--- config.mk ---
export PLATFORM = sky130hd
export DESIGN_NAME = gpmc_top
export DESIGN_NICKNAME = d
export VERILOG_FILES = /design/src/hdl/gpmc_top.v
export VERILOG_INCLUDE_DIRS = /design/src /design/src/hdl
export SDC_FILE = /design/constraint.sdc
export NUM_CORES = 1
export LEC_CHECK = 0
export BUFFER_PORTS_ARGS = -buffer_cell sky130_fd_sc_hd__buf_2
export CAP_MARGIN = 20
export CORE_MARGIN = 5
export CORE_UTILIZATION = 25
export CTS_CLUSTER_DIAMETER = 30
export DETAILED_ROUTE_END_ITERATION = 10
export SETUP_SLACK_MARGIN = 0.4
export SLEW_MARGIN = 25
export SYNTH_ARGS = -nofsm -noshare
export SYNTH_HDL_FRONTEND = slang
export SYNTH_HIERARCHICAL = 1
export SYNTH_SLANG_ARGS = --single-unit
--- constraint.sdc ---
create_clock -name clk_in -period 1.5 [get_ports clk_in]
set_input_delay 0.075 -clock clk_in [delete_from_list [all_inputs] [get_ports clk_in]]
set_output_delay 0.075 -clock clk_in [all_outputs]
set_load 0.03 [all_outputs]
--- src/hdl/gpmc_regs.vh ---
`ifndef GPMC_REGS_VH
`define GPMC_REGS_VH
`define GPMC_NUM_PINS      24
`define GPMC_MODE_W        4
`define GPMC_MODE_ANALOG   4'h0
`define GPMC_MODE_IN_FLOAT 4'h4
`define GPMC_MODE_IN_PULL  4'h8
`define GPMC_MODE_OUT_PP   4'h1
`define GPMC_MODE_OUT_OD   4'h5
`define GPMC_MODE_ALT_PP   4'h9
`define GPMC_MODE_ALT_OD   4'hd
`define GPMC_MODE_ALT_SCK  4'hb
`define GPMC_MODE_RESET    4'h4
`define GPMC_OUT_RESET     24'h000000
`define GPMC_REG_PIN       7
`endif

--- src/hdl/gpmc_top.v ---
// Overview of operation
// - each of 24 pins independently takes one of eight io modes.
// - synchronised pin level feeds input register and peripheral inputs, except on analog pins.
// - wake path gated by wake enable; interrupt path only on capable pins.
// - analog mode replaces pin input with constant one.
// - exactly one source, output register or peripheral, sets each output.
// - normal modes drive output register bit; alternate modes drive peripheral.
// - input and analog modes keep the output driver off.
// - regulator pin pulled low in deep sleep when used, else released.
// - four-bit mode code decoded to analog, inputs, outputs, alternates.
// - pulled input uses pull-up if output bit set, else pull-down.
// - alternate mode without owning peripheral outputs zero.
// - clear and set strobes change output bits; zero bits untouched.
`include "gpmc_regs.vh"
`timescale 1ns/1ps
`default_nettype none
module gpmc_top (
  input  wire        clk_in,
  input  wire        resetn_in,
  input  wire [95:0] mode_cfg_in,
  input  wire        mode_cfg_we_in,
  input  wire [23:0] out_level_wdata_in,
  input  wire        out_level_we_in,
  input  wire [23:0] output_bit_clear_reg_in,
  input  wire        output_bit_clear_we_in,
  input  wire [23:0] output_bit_set_reg_in,
  input  wire        output_bit_set_we_in,
  input  wire [23:0] periph_out_in,
  input  wire [23:0] periph_present_in,
  input  wire [23:0] wake_en_in,
  input  wire [23:0] irq_capable_in,
  input  wire        ext_reg_en_in,
  input  wire        deep_sleep_in,
  input  wire [23:0] pin_in,
  output wire [23:0] pin_out,
  output wire [23:0] pin_oe_out,
  output reg  [23:0] pull_en_out,
  output reg  [23:0] pull_up_out,
  output reg  [23:0] analog_en_out,
  output reg  [23:0] pin_input_level_reg_out,
  output reg  [23:0] periph_in_out,
  output reg  [23:0] wake_in_out,
  output reg  [23:0] irq_in_out,
  output reg  [23:0] pin_output_level_reg_out,
  output reg  [95:0] mode_cfg_out
);
////////////////////////////////////////////////////////////////////////////////
// input synchroniser
reg [23:0] sync1_r;
reg [23:0] sync2_r;
always @(posedge clk_in or negedge resetn_in) begin
  if (!resetn_in) begin
    sync1_r <= 24'h000000;
    sync2_r <= 24'h000000;
  end else begin
    sync1_r <= pin_in;
    sync2_r <= sync1_r;
  end
end
////////////////////////////////////////////////////////////////////////////////
// configuration and output level registers
reg [23:0] odr_nxt;
always @* begin
  odr_nxt = pin_output_level_reg_out;
  if (out_level_we_in)
    odr_nxt = out_level_wdata_in;
  if (output_bit_clear_we_in)
    odr_nxt = odr_nxt & ~output_bit_clear_reg_in;
  if (output_bit_set_we_in)
    odr_nxt = odr_nxt | output_bit_set_reg_in;
end
always @(posedge clk_in or negedge resetn_in) begin
  if (!resetn_in) begin
    pin_output_level_reg_out <= `GPMC_OUT_RESET;
    mode_cfg_out             <= {24{`GPMC_MODE_RESET}};
  end else begin
    pin_output_level_reg_out <= odr_nxt;
    if (mode_cfg_we_in)
      mode_cfg_out <= mode_cfg_in;
  end
end
////////////////////////////////////////////////////////////////////////////////
// per-pin mode decode
wire [23:0] dec_val;
wire [23:0] dec_oe;
wire [23:0] dec_pull_en;
wire [23:0] dec_pull_up;
wire [23:0] dec_analog;
genvar g;
generate
  for (g = 0; g < `GPMC_NUM_PINS; g = g + 1) begin : g_pin
    gpmc_pin_dec u_dec (
      .mode_in       (mode_cfg_out[g*4 +: 4]),
      .odr_bit_in    (pin_output_level_reg_out[g]),
      .periph_out_in (periph_out_in[g]),
      .periph_own_in (periph_present_in[g]),
      .val_out       (dec_val[g]),
      .oe_out        (dec_oe[g]),
      .pull_en_out   (dec_pull_en[g]),
      .pull_up_out   (dec_pull_up[g]),
      .analog_out    (dec_analog[g])
    );
  end
endgenerate
////////////////////////////////////////////////////////////////////////////////
// regulator pin override and input level
reg [23:0] drive_r;
reg [23:0] oe_r;
reg [23:0] val_nxt;
reg [23:0] oe_nxt;
reg [23:0] pull_en_nxt;
reg [23:0] pull_up_nxt;
reg [23:0] analog_nxt;
reg [23:0] lvl_nxt;
always @* begin
  val_nxt     = dec_val;
  oe_nxt      = dec_oe;
  pull_en_nxt = dec_pull_en;
  pull_up_nxt = dec_pull_up;
  analog_nxt  = dec_analog;
  if (ext_reg_en_in) begin
    val_nxt[`GPMC_REG_PIN]     = 1'b0;
    oe_nxt[`GPMC_REG_PIN]      = deep_sleep_in;
    pull_en_nxt[`GPMC_REG_PIN] = 1'b0;
    pull_up_nxt[`GPMC_REG_PIN] = 1'b0;
    analog_nxt[`GPMC_REG_PIN]  = 1'b0;
  end
  // analog pins read as one after the override
  lvl_nxt = analog_nxt | sync2_r;
end
////////////////////////////////////////////////////////////////////////////////
// registered outputs
always @(posedge clk_in or negedge resetn_in) begin
  if (!resetn_in) begin
    drive_r                 <= 24'h000000;
    oe_r                    <= 24'h000000;
    pull_en_out             <= 24'h000000;
    pull_up_out             <= 24'h000000;
    analog_en_out           <= 24'h000000;
    pin_input_level_reg_out <= 24'h000000;
    periph_in_out           <= 24'h000000;
    wake_in_out             <= 24'h000000;
    irq_in_out              <= 24'h000000;
  end else begin
    drive_r                 <= val_nxt;
    oe_r                    <= oe_nxt;
    pull_en_out             <= pull_en_nxt;
    pull_up_out             <= pull_up_nxt;
    analog_en_out           <= analog_nxt;
    pin_input_level_reg_out <= lvl_nxt;
    periph_in_out           <= lvl_nxt;
    wake_in_out             <= lvl_nxt & wake_en_in;
    irq_in_out              <= lvl_nxt & irq_capable_in;
  end
end
assign pin_out    = drive_r;
assign pin_oe_out = oe_r;
endmodule // gpmc_top
////////////////////////////////////////////////////////////////////////////////
// one pin's mode decode
module gpmc_pin_dec (
  input  wire [3:0] mode_in,
  input  wire       odr_bit_in,
  input  wire       periph_out_in,
  input  wire       periph_own_in,
  output reg        val_out,
  output reg        oe_out,
  output reg        pull_en_out,
  output reg        pull_up_out,
  output reg        analog_out
);
reg src;
reg od;
always @* begin
  src         = 1'b0;
  od          = 1'b0;
  val_out     = 1'b0;
  oe_out      = 1'b0;
  pull_en_out = 1'b0;
  pull_up_out = 1'b0;
  analog_out  = 1'b0;
  case (mode_in)
    `GPMC_MODE_ANALOG: begin
      analog_out = 1'b1;
    end
    `GPMC_MODE_IN_FLOAT: begin
      oe_out = 1'b0;
    end
    `GPMC_MODE_IN_PULL: begin
      pull_en_out = 1'b1;
      pull_up_out = odr_bit_in;
    end
    `GPMC_MODE_OUT_PP: begin
      src    = odr_bit_in;
      oe_out = 1'b1;
    end
    `GPMC_MODE_OUT_OD: begin
      src    = odr_bit_in;
      od     = 1'b1;
      oe_out = 1'b1;
    end
    `GPMC_MODE_ALT_PP, `GPMC_MODE_ALT_SCK: begin
      src    = periph_own_in & periph_out_in;
      oe_out = 1'b1;
    end
    `GPMC_MODE_ALT_OD: begin
      src    = periph_own_in & periph_out_in;
      od     = 1'b1;
      oe_out = 1'b1;
    end
    default: begin
      oe_out = 1'b0;
    end
  endcase
  val_out = src;
  if (od) begin
    val_out = 1'b0;
    oe_out  = ~src;
  end
end
endmodule // gpmc_pin_dec
`default_nettype wire

Yosys cells after proc, flatten, opt, wreduce, memory -nomap -nowiden

Index checks and enable logic that the tools add are counted.

Output and inout port bits: 336
Word-level logic and storage cells: 530
Bits of input ports: 296
Bits in registers: 360

Bitwise operators: 54
Mux-type cells: 200
Reduce and logical (&&, ||, !) cells: 120
Eq/ne operators: 144

Operators with widths:

| cell                                           | number |
|---|---|
| == test 4 bit (second input constant)          | 96 |
| two-way mux 1 bit                              | 173 |
| OR reduction 5 bit                             | 24 |
| == test 4 x 1 -> 1 bit (second input constant) | 24 |
| == test 4 x 3 -> 1 bit (second input constant) | 24 |
| zero test 4 bit                                | 24 |
| OR reduction 2 bit                             | 48 |
| bitwise AND 24 bit                             | 3 |
| two-way mux 24 bit                             | 3 |
| OR reduction 3 bit                             | 24 |
| bitwise OR 24 bit                              | 2 |
| case mux 1 bit (2 select lines)                | 24 |
| bitwise AND 1 bit                              | 24 |
| NOT 1 bit                                      | 24 |
| NOT 24 bit                                     | 1 |

Logic depth before layout (Yosys ltp)

Gate-level depths: netlist (run 1).

Depth in word-level cells: 6
Depth in mapped cells: 4

Modules after synthesis

The synthesis (run 1) kept the hierarchy.

Modules (own cells, without submodules):

| module       | area an instance (sq um) | cells each | instances | seq. area each (sq um) |
|---|---|---|---|---|
| gpmc_top     | 11587.4                  | 647        | 1         | 9038.7 |
| gpmc_pin_dec | 82.6                     | 13         | 24        | 0.0 |

Worst setup path after synthesis (run 1)

No wires, ideal clock.

Path kind: reg-to-reg
From: reg mode_cfg_out[30]
To: reg oe_r[7] (netlist: pin_oe_out[7])
Path slack: 0.214 ns
Clock period less this slack: 1.286 ns
Data arrival time: 1.161 ns
Cell stages (with the launch flop): 5
Required time: 1.375 ns
Cell sequence: dfstp_2 inv_1 o21ai_0 a21boi_1 mux2_2

Word-level cells in the longest chain between the ends: 6
Elaborated cells between the ends (all ways): 15
Those cells by class: eq/ne (5); mux (5); bitwise (1); reduce/logical (4)

Ends and longest elaborated chain:

| item                                                                      | line           | RTL |
|---|---|---|
| start, declared                                                           | gpmc_top.v:45  | `output reg [95:0] mode_cfg_out` |
| start signal, assigned                                                    | gpmc_top.v:75  | `` mode_cfg_out <= {24{`GPMC_MODE_RESET}}; `` |
| start signal, assigned                                                    | gpmc_top.v:79  | `mode_cfg_out <= mode_cfg_in;` |
| == test 4 bit (tied with other cells)                                     | gpmc_top.v:182 | `case (mode_in)` |
| OR reduction 3 bit (no line) / OR reduction 2 bit (equally long branches) | --             |  |
| case mux 1 bit (2 select lines)                                           | gpmc_top.v:182 |  |
| NOT 1 bit                                                                 | gpmc_top.v:218 | `oe_out = ~src;` |
| two-way mux 1 bit (*)                                                     | gpmc_top.v:216 | `if (od) begin` |
| via dec_oe[7]                                                             | gpmc_top.v:85  | `wire [23:0] dec_oe;` |
| two-way mux 1 bit (*)                                                     | gpmc_top.v:121 | `if (ext_reg_en_in) begin` |
| via oe_nxt[7]                                                             | gpmc_top.v:110 | `reg [23:0] oe_nxt;` |
| end signal, assigned                                                      | gpmc_top.v:146 | `oe_r <= oe_nxt;` |
| end, declared                                                             | gpmc_top.v:108 | `reg [23:0] oe_r;` |

The timed path passes the listed nets; every way through them passes the cells marked *.
A chain may end at the register's enable or synchronous reset.

Final worst setup path (run 1)

Ends and elaborated chain as after synthesis.

==> results.toml, run 1 <==
[status]
outcome = "complete, but fails checks"
failed_checks = "negative hold slack"

[setup_path]
crit_fanout = 6
path_cells = "buf_4, inv_1, o21ai_1, a21boi_1, mux2_2"
cp-end-kind = "flop"
startpoint_type = "flop"
crit_family = "flip-flops"
critical_path.max_stage_delay_ns = 0.55
r2r_cells = 5
worstPathRequired_ns = 1.97
crit_type = "reg2reg"
cp_slowest_cell = "dfstp_2"
worst-path-buf-inv = 2
critPathArrivalTime_ns = 1.87
cp_num_cells = 5

[synth]
ys.flop_type = "dfrtp_1"
ys_async_sr_fraction_pct = 100.0
yosysMostFrequentCell = "dfrtp_1"
synthTopCellsByArea = "dfrtp_1, mux2_2, dfstp_2, mux2_4, nor3b_2"
synth_cell_types = 28
synth_seq_cells = 360
syn_area_per_cell_um2 = 14.15
yosys_warnings = 6
synth.net_count = 1255
syn_inst = 959
yosys.area.top_type = "dfrtp_1"
synth-edff-count = 0
synthTopCellsByCount = "dfrtp_1, mux2_2, and2_1"
yosysSeqAreaShare_pct = 66.61
synth_area_um2 = 13570
yosysTopAreaCellShare_pct = 61.96

[cts]
clk_path_buf_depth = 3
h-tree-depth = 3
clk_latency_ns = 0.59
root_buffer = "clkbuf_16"
cts_tree = "yes"
cts_hold_repair.buffers = 312
cts_buffers = 88
path_clk_slew_ns = 0.05
clock-sinks = 360

[timing]
hold_violations = 23
tns_ns = 0
setup_viol = 0
finalMaxSlewViolations = 0
worst_slew_pin_slew_ns = 0.9305
period_minus_slack_ns = 1.393
hold_ws_ns = -0.05086
period_share_pct = 92.83
fin_skew_ns = 0.01430
fmax_mhz = 718.1
rsz0062_at_grt = "yes"
relSlewSlack_pct = 37.97

[power]
internal_power_mw = 28.17
combPwrFrac_pct = 21.6
seqPwrFrac_pct = 28.7
sw_frac_of_total_pct = 28.25
peakVddDrop_v = 0.0008129
p_sw_mw = 11.09
pwr-share-clk_pct = 49.7
power_mw = 39.26
p_leak_nw = 13.59
p_per_area_nw_per_um2 = 1347

[cells_and_area]
fin_nets = 2491
area_growth_pct = 114.7
fillers = 3882
final_cells = 2968
drive_above_1_share_pct = 64.37

[detailed_routing]
dr.pass1.iters = 5
ant_nets = 0
avgRoutedWirePerCell_um = 23.49
via_count = 14040
drtIter0Drc = 567
drc = 0
avgViaCountPerCell = 4.729
wl_mm = 69.73

[global_route]
grt_max_degree = 62
overflow = 0
antenna_found_initial = 3
grt_first_pass_wirelength_mm = 93.70
grt_pass1_vias = 15190
grt_usage_pct = 20.43

[floorplanning]
start_util_pct = 25.22
die_w_um = 243.0
core_region_area_um2 = 53810
dieArea_um2 = 59040
num_rows = 85
die_h_um = 243.0
io_pins = 632

[placement]
io_buffers = 631
hpwlAfterDp_mm = 36.93
place.gp.congestion = 0.8839
dp_cells = 2278

[hold_path]
worstHoldPathType = "in2async"

[run]
cap_violations = 0
## sequential cells by signal (all words and copies together) (netlist names)
| register | cells |
|---|---|
| wake_in_out | 24 |
| pull_en_out | 24 |
| pin_output_level_reg_out | 24 |
| sync1_r | 24 |
| irq_in_out | 24 |
| pin_oe_out | 24 |
| pull_up_out | 24 |
| mode_cfg_out | 96 |
| analog_en_out | 24 |
| sync2_r | 24 |
| pin_out | 24 |
| periph_in_out | 24 |
## final cells by class
| type | count | area (um2) | area share, % |
|---|---|---|---|
| multi-input combinational | 533 | 5076 | 17.42 |
| sequential | 360 | 9151 | 31.41 |
| antenna | 4 | 10.01 | 0.03435 |
| timing repair buffer | 1188 | 10860 | 37.29 |
| clock buffer | 117 | 2462 | 8.451 |
| tap | 696 | 870.8 | 2.989 |
| inverter | 24 | 90.09 | 0.3092 |
| clock inverter | 46 | 611.8 | 2.100 |
## cells in the final DEF, fill, tap and decap left out, types with 13 or more instances in the layout
master and n:
dfrtp_1 246, dfrtp_2 90, nand2_1 24, buf_12 14, clkbuf_16 89, clkbuf_1 15
o21ai_2 16, o21ai_1 30, mux2_2 100, nor4_4 24, clkinv_2 16, dfstp_2 24
a21oi_1 18, clkinvlp_4 13, or2_4 24, a22o_1 24, dlygate4sd3_1 312, clkbuf_8 13
and3_1 19, buf_2 293, nand2b_1 24, inv_1 23, and2_1 24, a32oi_1 13
mux2_4 21, a21boi_1 19, buf_4 117, and2_4 28, and2_2 18, buf_6 445
nor3b_2 24
## worst paths after layout
| kind | slack, ns | from | end |
|---|---|---|---|
| max reg2reg | 0.11 | mode_cfg_out[30]$_DFFE_PN1P_ | pin_oe_out[7]$_DFF_PN0_ |
| min | -0.05 | resetn_in | wake_in_out[2]$_DFF_PN0_ |
| max in group asynchronous | 0.72 | resetn_in | mode_cfg_out[87]$_DFFE_PN0P_ |
| min reg2reg | 0.34 | sync1_r[1]$_DFF_PN0_ | sync2_r[1]$_DFF_PN0_ |
| max | 0.11 | mode_cfg_out[30]$_DFFE_PN1P_ | pin_oe_out[7]$_DFF_PN0_ |
| min in group clk_in | 0.07 | mode_cfg_we_in | mode_cfg_out[12]$_DFFE_PN0P_ |
## power by group through the flow
stage / Combinational (mW) / Sequential [mW] / Clock [mW]
after global routing: 8.78 / 11.3 / 20.3
final: 8.46 / 11.3 / 19.5
after global placement: 4.49 / 11.5 / 0
after detailed placement: 4.53 / 11.5 / 0
after floorplan: 1.33 / 12.7 / 0
after CTS: 7.06 / 11.2 / 19.5
## stage by stage
step	area [um2]	worst slack [ns]	util, %
CTS	27200	0.08820	50.54
finish	29140	0.1075	54.14
global placement	17880	0.2283	33.22
global route	29130	0.06603	54.13
detailed placement	17880	0.1839	33.22
floorplan	13800	0.2561	-
## layer usage
metal  track usage [%]  vias up  part of all wire (%)
li1                  -     5895                     -
met1             20.99     6995                    33
met2             36.82      896                    52
met3             6.194      249                   8.5
met4             11.80        0                   6.6
met5                 0        -                     0
## worst register-to-register path, cell delays in order (launching register included)
cell and delay [ns]:
dfstp_2 0.55, buf_4 0.18, inv_1 0.06, o21ai_1 0.13, a21boi_1 0.08, mux2_2 0.28
## what timing repair did
action | 4_1_cts | 5_1_grt
endpoints found under the setup margin | 394 | 514
hold endpoints to repair | 589 | 23
setup buffers | 137 | 74
pin swaps | 0 | 124
gates resized for setup | 701 | 364
## cells by family after synthesis
kind of cell           Yosys count  share of synthesized area (%)
and+or+nand+nor                266                          12.48
muxes                          121                          10.59
buffers and inverters           66                          3.117
AOI/OAI and AO/OA              146                          7.192
DFF                            360                          66.61
(Power assumes the default switching activity.)
==> inputs of run 2 (changes only) <==
--- a/config.mk
+++ b/config.mk
@@ -12,6 +12,7 @@
 export CORE_UTILIZATION = 25
 export CTS_CLUSTER_DIAMETER = 30
 export DETAILED_ROUTE_END_ITERATION = 10
+export PLACE_DENSITY = 0.5
 export SETUP_SLACK_MARGIN = 0.4
 export SLEW_MARGIN = 25
 export SYNTH_ARGS = -nofsm -noshare
==> results.toml, run 2 (synthesis results as in run 1) <==
[setup_path]
crit_type = "reg2out"
critical_path.max_stage_delay_ns = 0.56
critPathArrivalTime_ns = 1.31
worst-path-buf-inv = 1
worstPathRequired_ns = 1.42
crit_fanout = 2
path_cells = "buf_6"
r2r_cells = 5
r2r_start = "mode_cfg_out[46]$_DFFE_PN1P_"
rr_endpoint = "irq_in_out[11]$_DFF_PN0_"
crit_family = "flip-flops"
cp-end-kind = "primary output"
rrSetupSlack_ns = 0.14
cp_slowest_cell = "dfstp_2"
startpoint_type = "flop"

[floorplanning]
core_region_area_um2 = 53810
dieArea_um2 = 59040
start_util_pct = 25.22
die_h_um = 243.0
die_w_um = 243.0
num_rows = 85
io_pins = 632

[detailed_routing]
avgViaCountPerCell = 4.492
drc = 0
dr.pass1.iters = 4
ant_nets = 0
drtIter0Drc = 518
via_count = 13410
wl_mm = 62.90
avgRoutedWirePerCell_um = 21.06

[placement]
io_buffers = 631
place.gp.congestion = 0.8331
dpl_worst_slack_ns = 0.2535
hpwlAfterDp_mm = 37.80

[timing]
worst_slew_pin_slew_ns = 0.9864
relSlewSlack_pct = 34.24
period_minus_slack_ns = 1.382
hold_violations = 0
finalMaxSlewViolations = 0
rsz0062_at_grt = "yes"
period_share_pct = 92.14
setup_viol = 0
fmax_mhz = 723.5
tns_ns = 0
fin_skew_ns = 0.02793
setup_slack_ns = 0.1179

[status]
outcome = "finished clean"

[hold_path]
worst_hold_path.endpoint = "pin_output_level_reg_out[21]$_DFF_PN0_"
hp-start = "output_bit_clear_we_in"
hold_depth = 4
worstHoldPathType = "in2reg"

[cts]
clk_path_buf_depth = 3
cts_tree = "yes"
h-tree-depth = 3
cts_buffers = 92
clk_latency_ns = 0.62
root_buffer = "clkbuf_16"
path_clk_slew_ns = 0.05
clock-sinks = 360

[global_route]
grt_pass1_vias = 14560
overflow = 0
grt_first_pass_wirelength_mm = 88.52
grt_max_degree = 74
antenna_found_initial = 11
grt_usage_pct = 19.39

[power]
peakVddDrop_v = 0.001563
p_leak_nw = 13.75
p_per_area_nw_per_um2 = 1372

[cells_and_area]
area_growth_pct = 115.6
final_cell_mix = "buf_6, dlygate4sd3_1, buf_2"
largest_reg_flops = 96
final_common_cell = "buf_6"
fin_nets = 2501
top_register = "mode_cfg_out"
fillers = 4104
final_core_util_pct = 54.37
drive_above_1_share_pct = 63.10

[run]
cap_violations = 0
==> run 2: changes by cell type in the layout (fill, tap and decap cells not counted), sizes merged <==
cell,previous run,this run
dlygate4sd3,312,313
dlymetal6s2s,0,1
inv,26,29
clkinvlp,13,9
clkinv,20,22
buf,876,880
diode,4,8
clkbuf,117,122
bufinv,11,13
==> run 2: layer usage <==
metal  GRT usage [%]  up-vias  share of wire [%]
met4           8.778       10                4.2
li1                -     5911                  -
met1           20.52     6641                 35
met5               0        -               0.10
met2           33.92      678                 51
met3           7.899      174                8.9
==> run 2: final cells by class <==
cell class | count | area [um2] | share of cell area, %
multi-input cells | 533 | 4883 | 16.69
well taps | 696 | 870.8 | 2.976
inverters | 24 | 90.09 | 0.3079
diodes | 8 | 20.02 | 0.06842
flip-flops and latches | 360 | 9141 | 31.24
repair buffers | 1194 | 10940 | 37.40
clock buffers | 122 | 2608 | 8.911
clock inverters | 49 | 703.2 | 2.403
==> run 2: repair_timing <==
action / CTS / global route
hold buffers: 314 / 0
buffers inserted: 138 / 82
hold endpoints to repair: 590 / 0
endpoints found under the setup margin: 392 / 518
pin swaps: 2 / 113
resized for setup: 716 / 285
==> run 2: per-stage QoR <==
step                cell area [um2]  hold WS, ns  power, mW  cells
floorplan                     13800      -0.2206      14.01    959
global placement              17870     -0.04032      15.99   2273
detailed placement            17870     -0.04166      16.05   2273
CTS                           27510     0.007759      39.30   2896
global route                  29250      0.02337      41.46   2982
finish                        29260      0.05952      40.14   2986
==> run 2: worst max-delay path by stage <==
stage	from	to	slack (ns)	cells after the start
after floorplan	mode_cfg_out[30]$_DFFE_PN1P_	pin_oe_out[7]$_DFF_PN0_	0.26	4
after global placement	out_level_we_in	pin_output_level_reg_out[0]$_DFF_PN0_	0.29	4
after detailed placement	mode_cfg_out[44]$_DFFE_PN0P_	irq_in_out[11]$_DFF_PN0_	0.25	3
after CTS	mode_cfg_out[46]$_DFFE_PN1P_	mode_cfg_out[46]	0.07	1
after global routing	mode_cfg_out[2]$_DFFE_PN1P_	mode_cfg_out[2]	0.07	1
final	mode_cfg_out[30]$_DFFE_PN1P_	mode_cfg_out[30]	0.12	1
==> run 2: report_power, final <==
| part | leakage, nW | switching [mW] | internal, mW |
|---|---|---|---|
| sequential | 4.36 | 0.632 | 10.6 |
| combinational | 7.79 | 4.06 | 4.16 |
| clock | 1.60 | 6.26 | 14.4 |
| total | 13.8 | 10.9 | 29.2 |
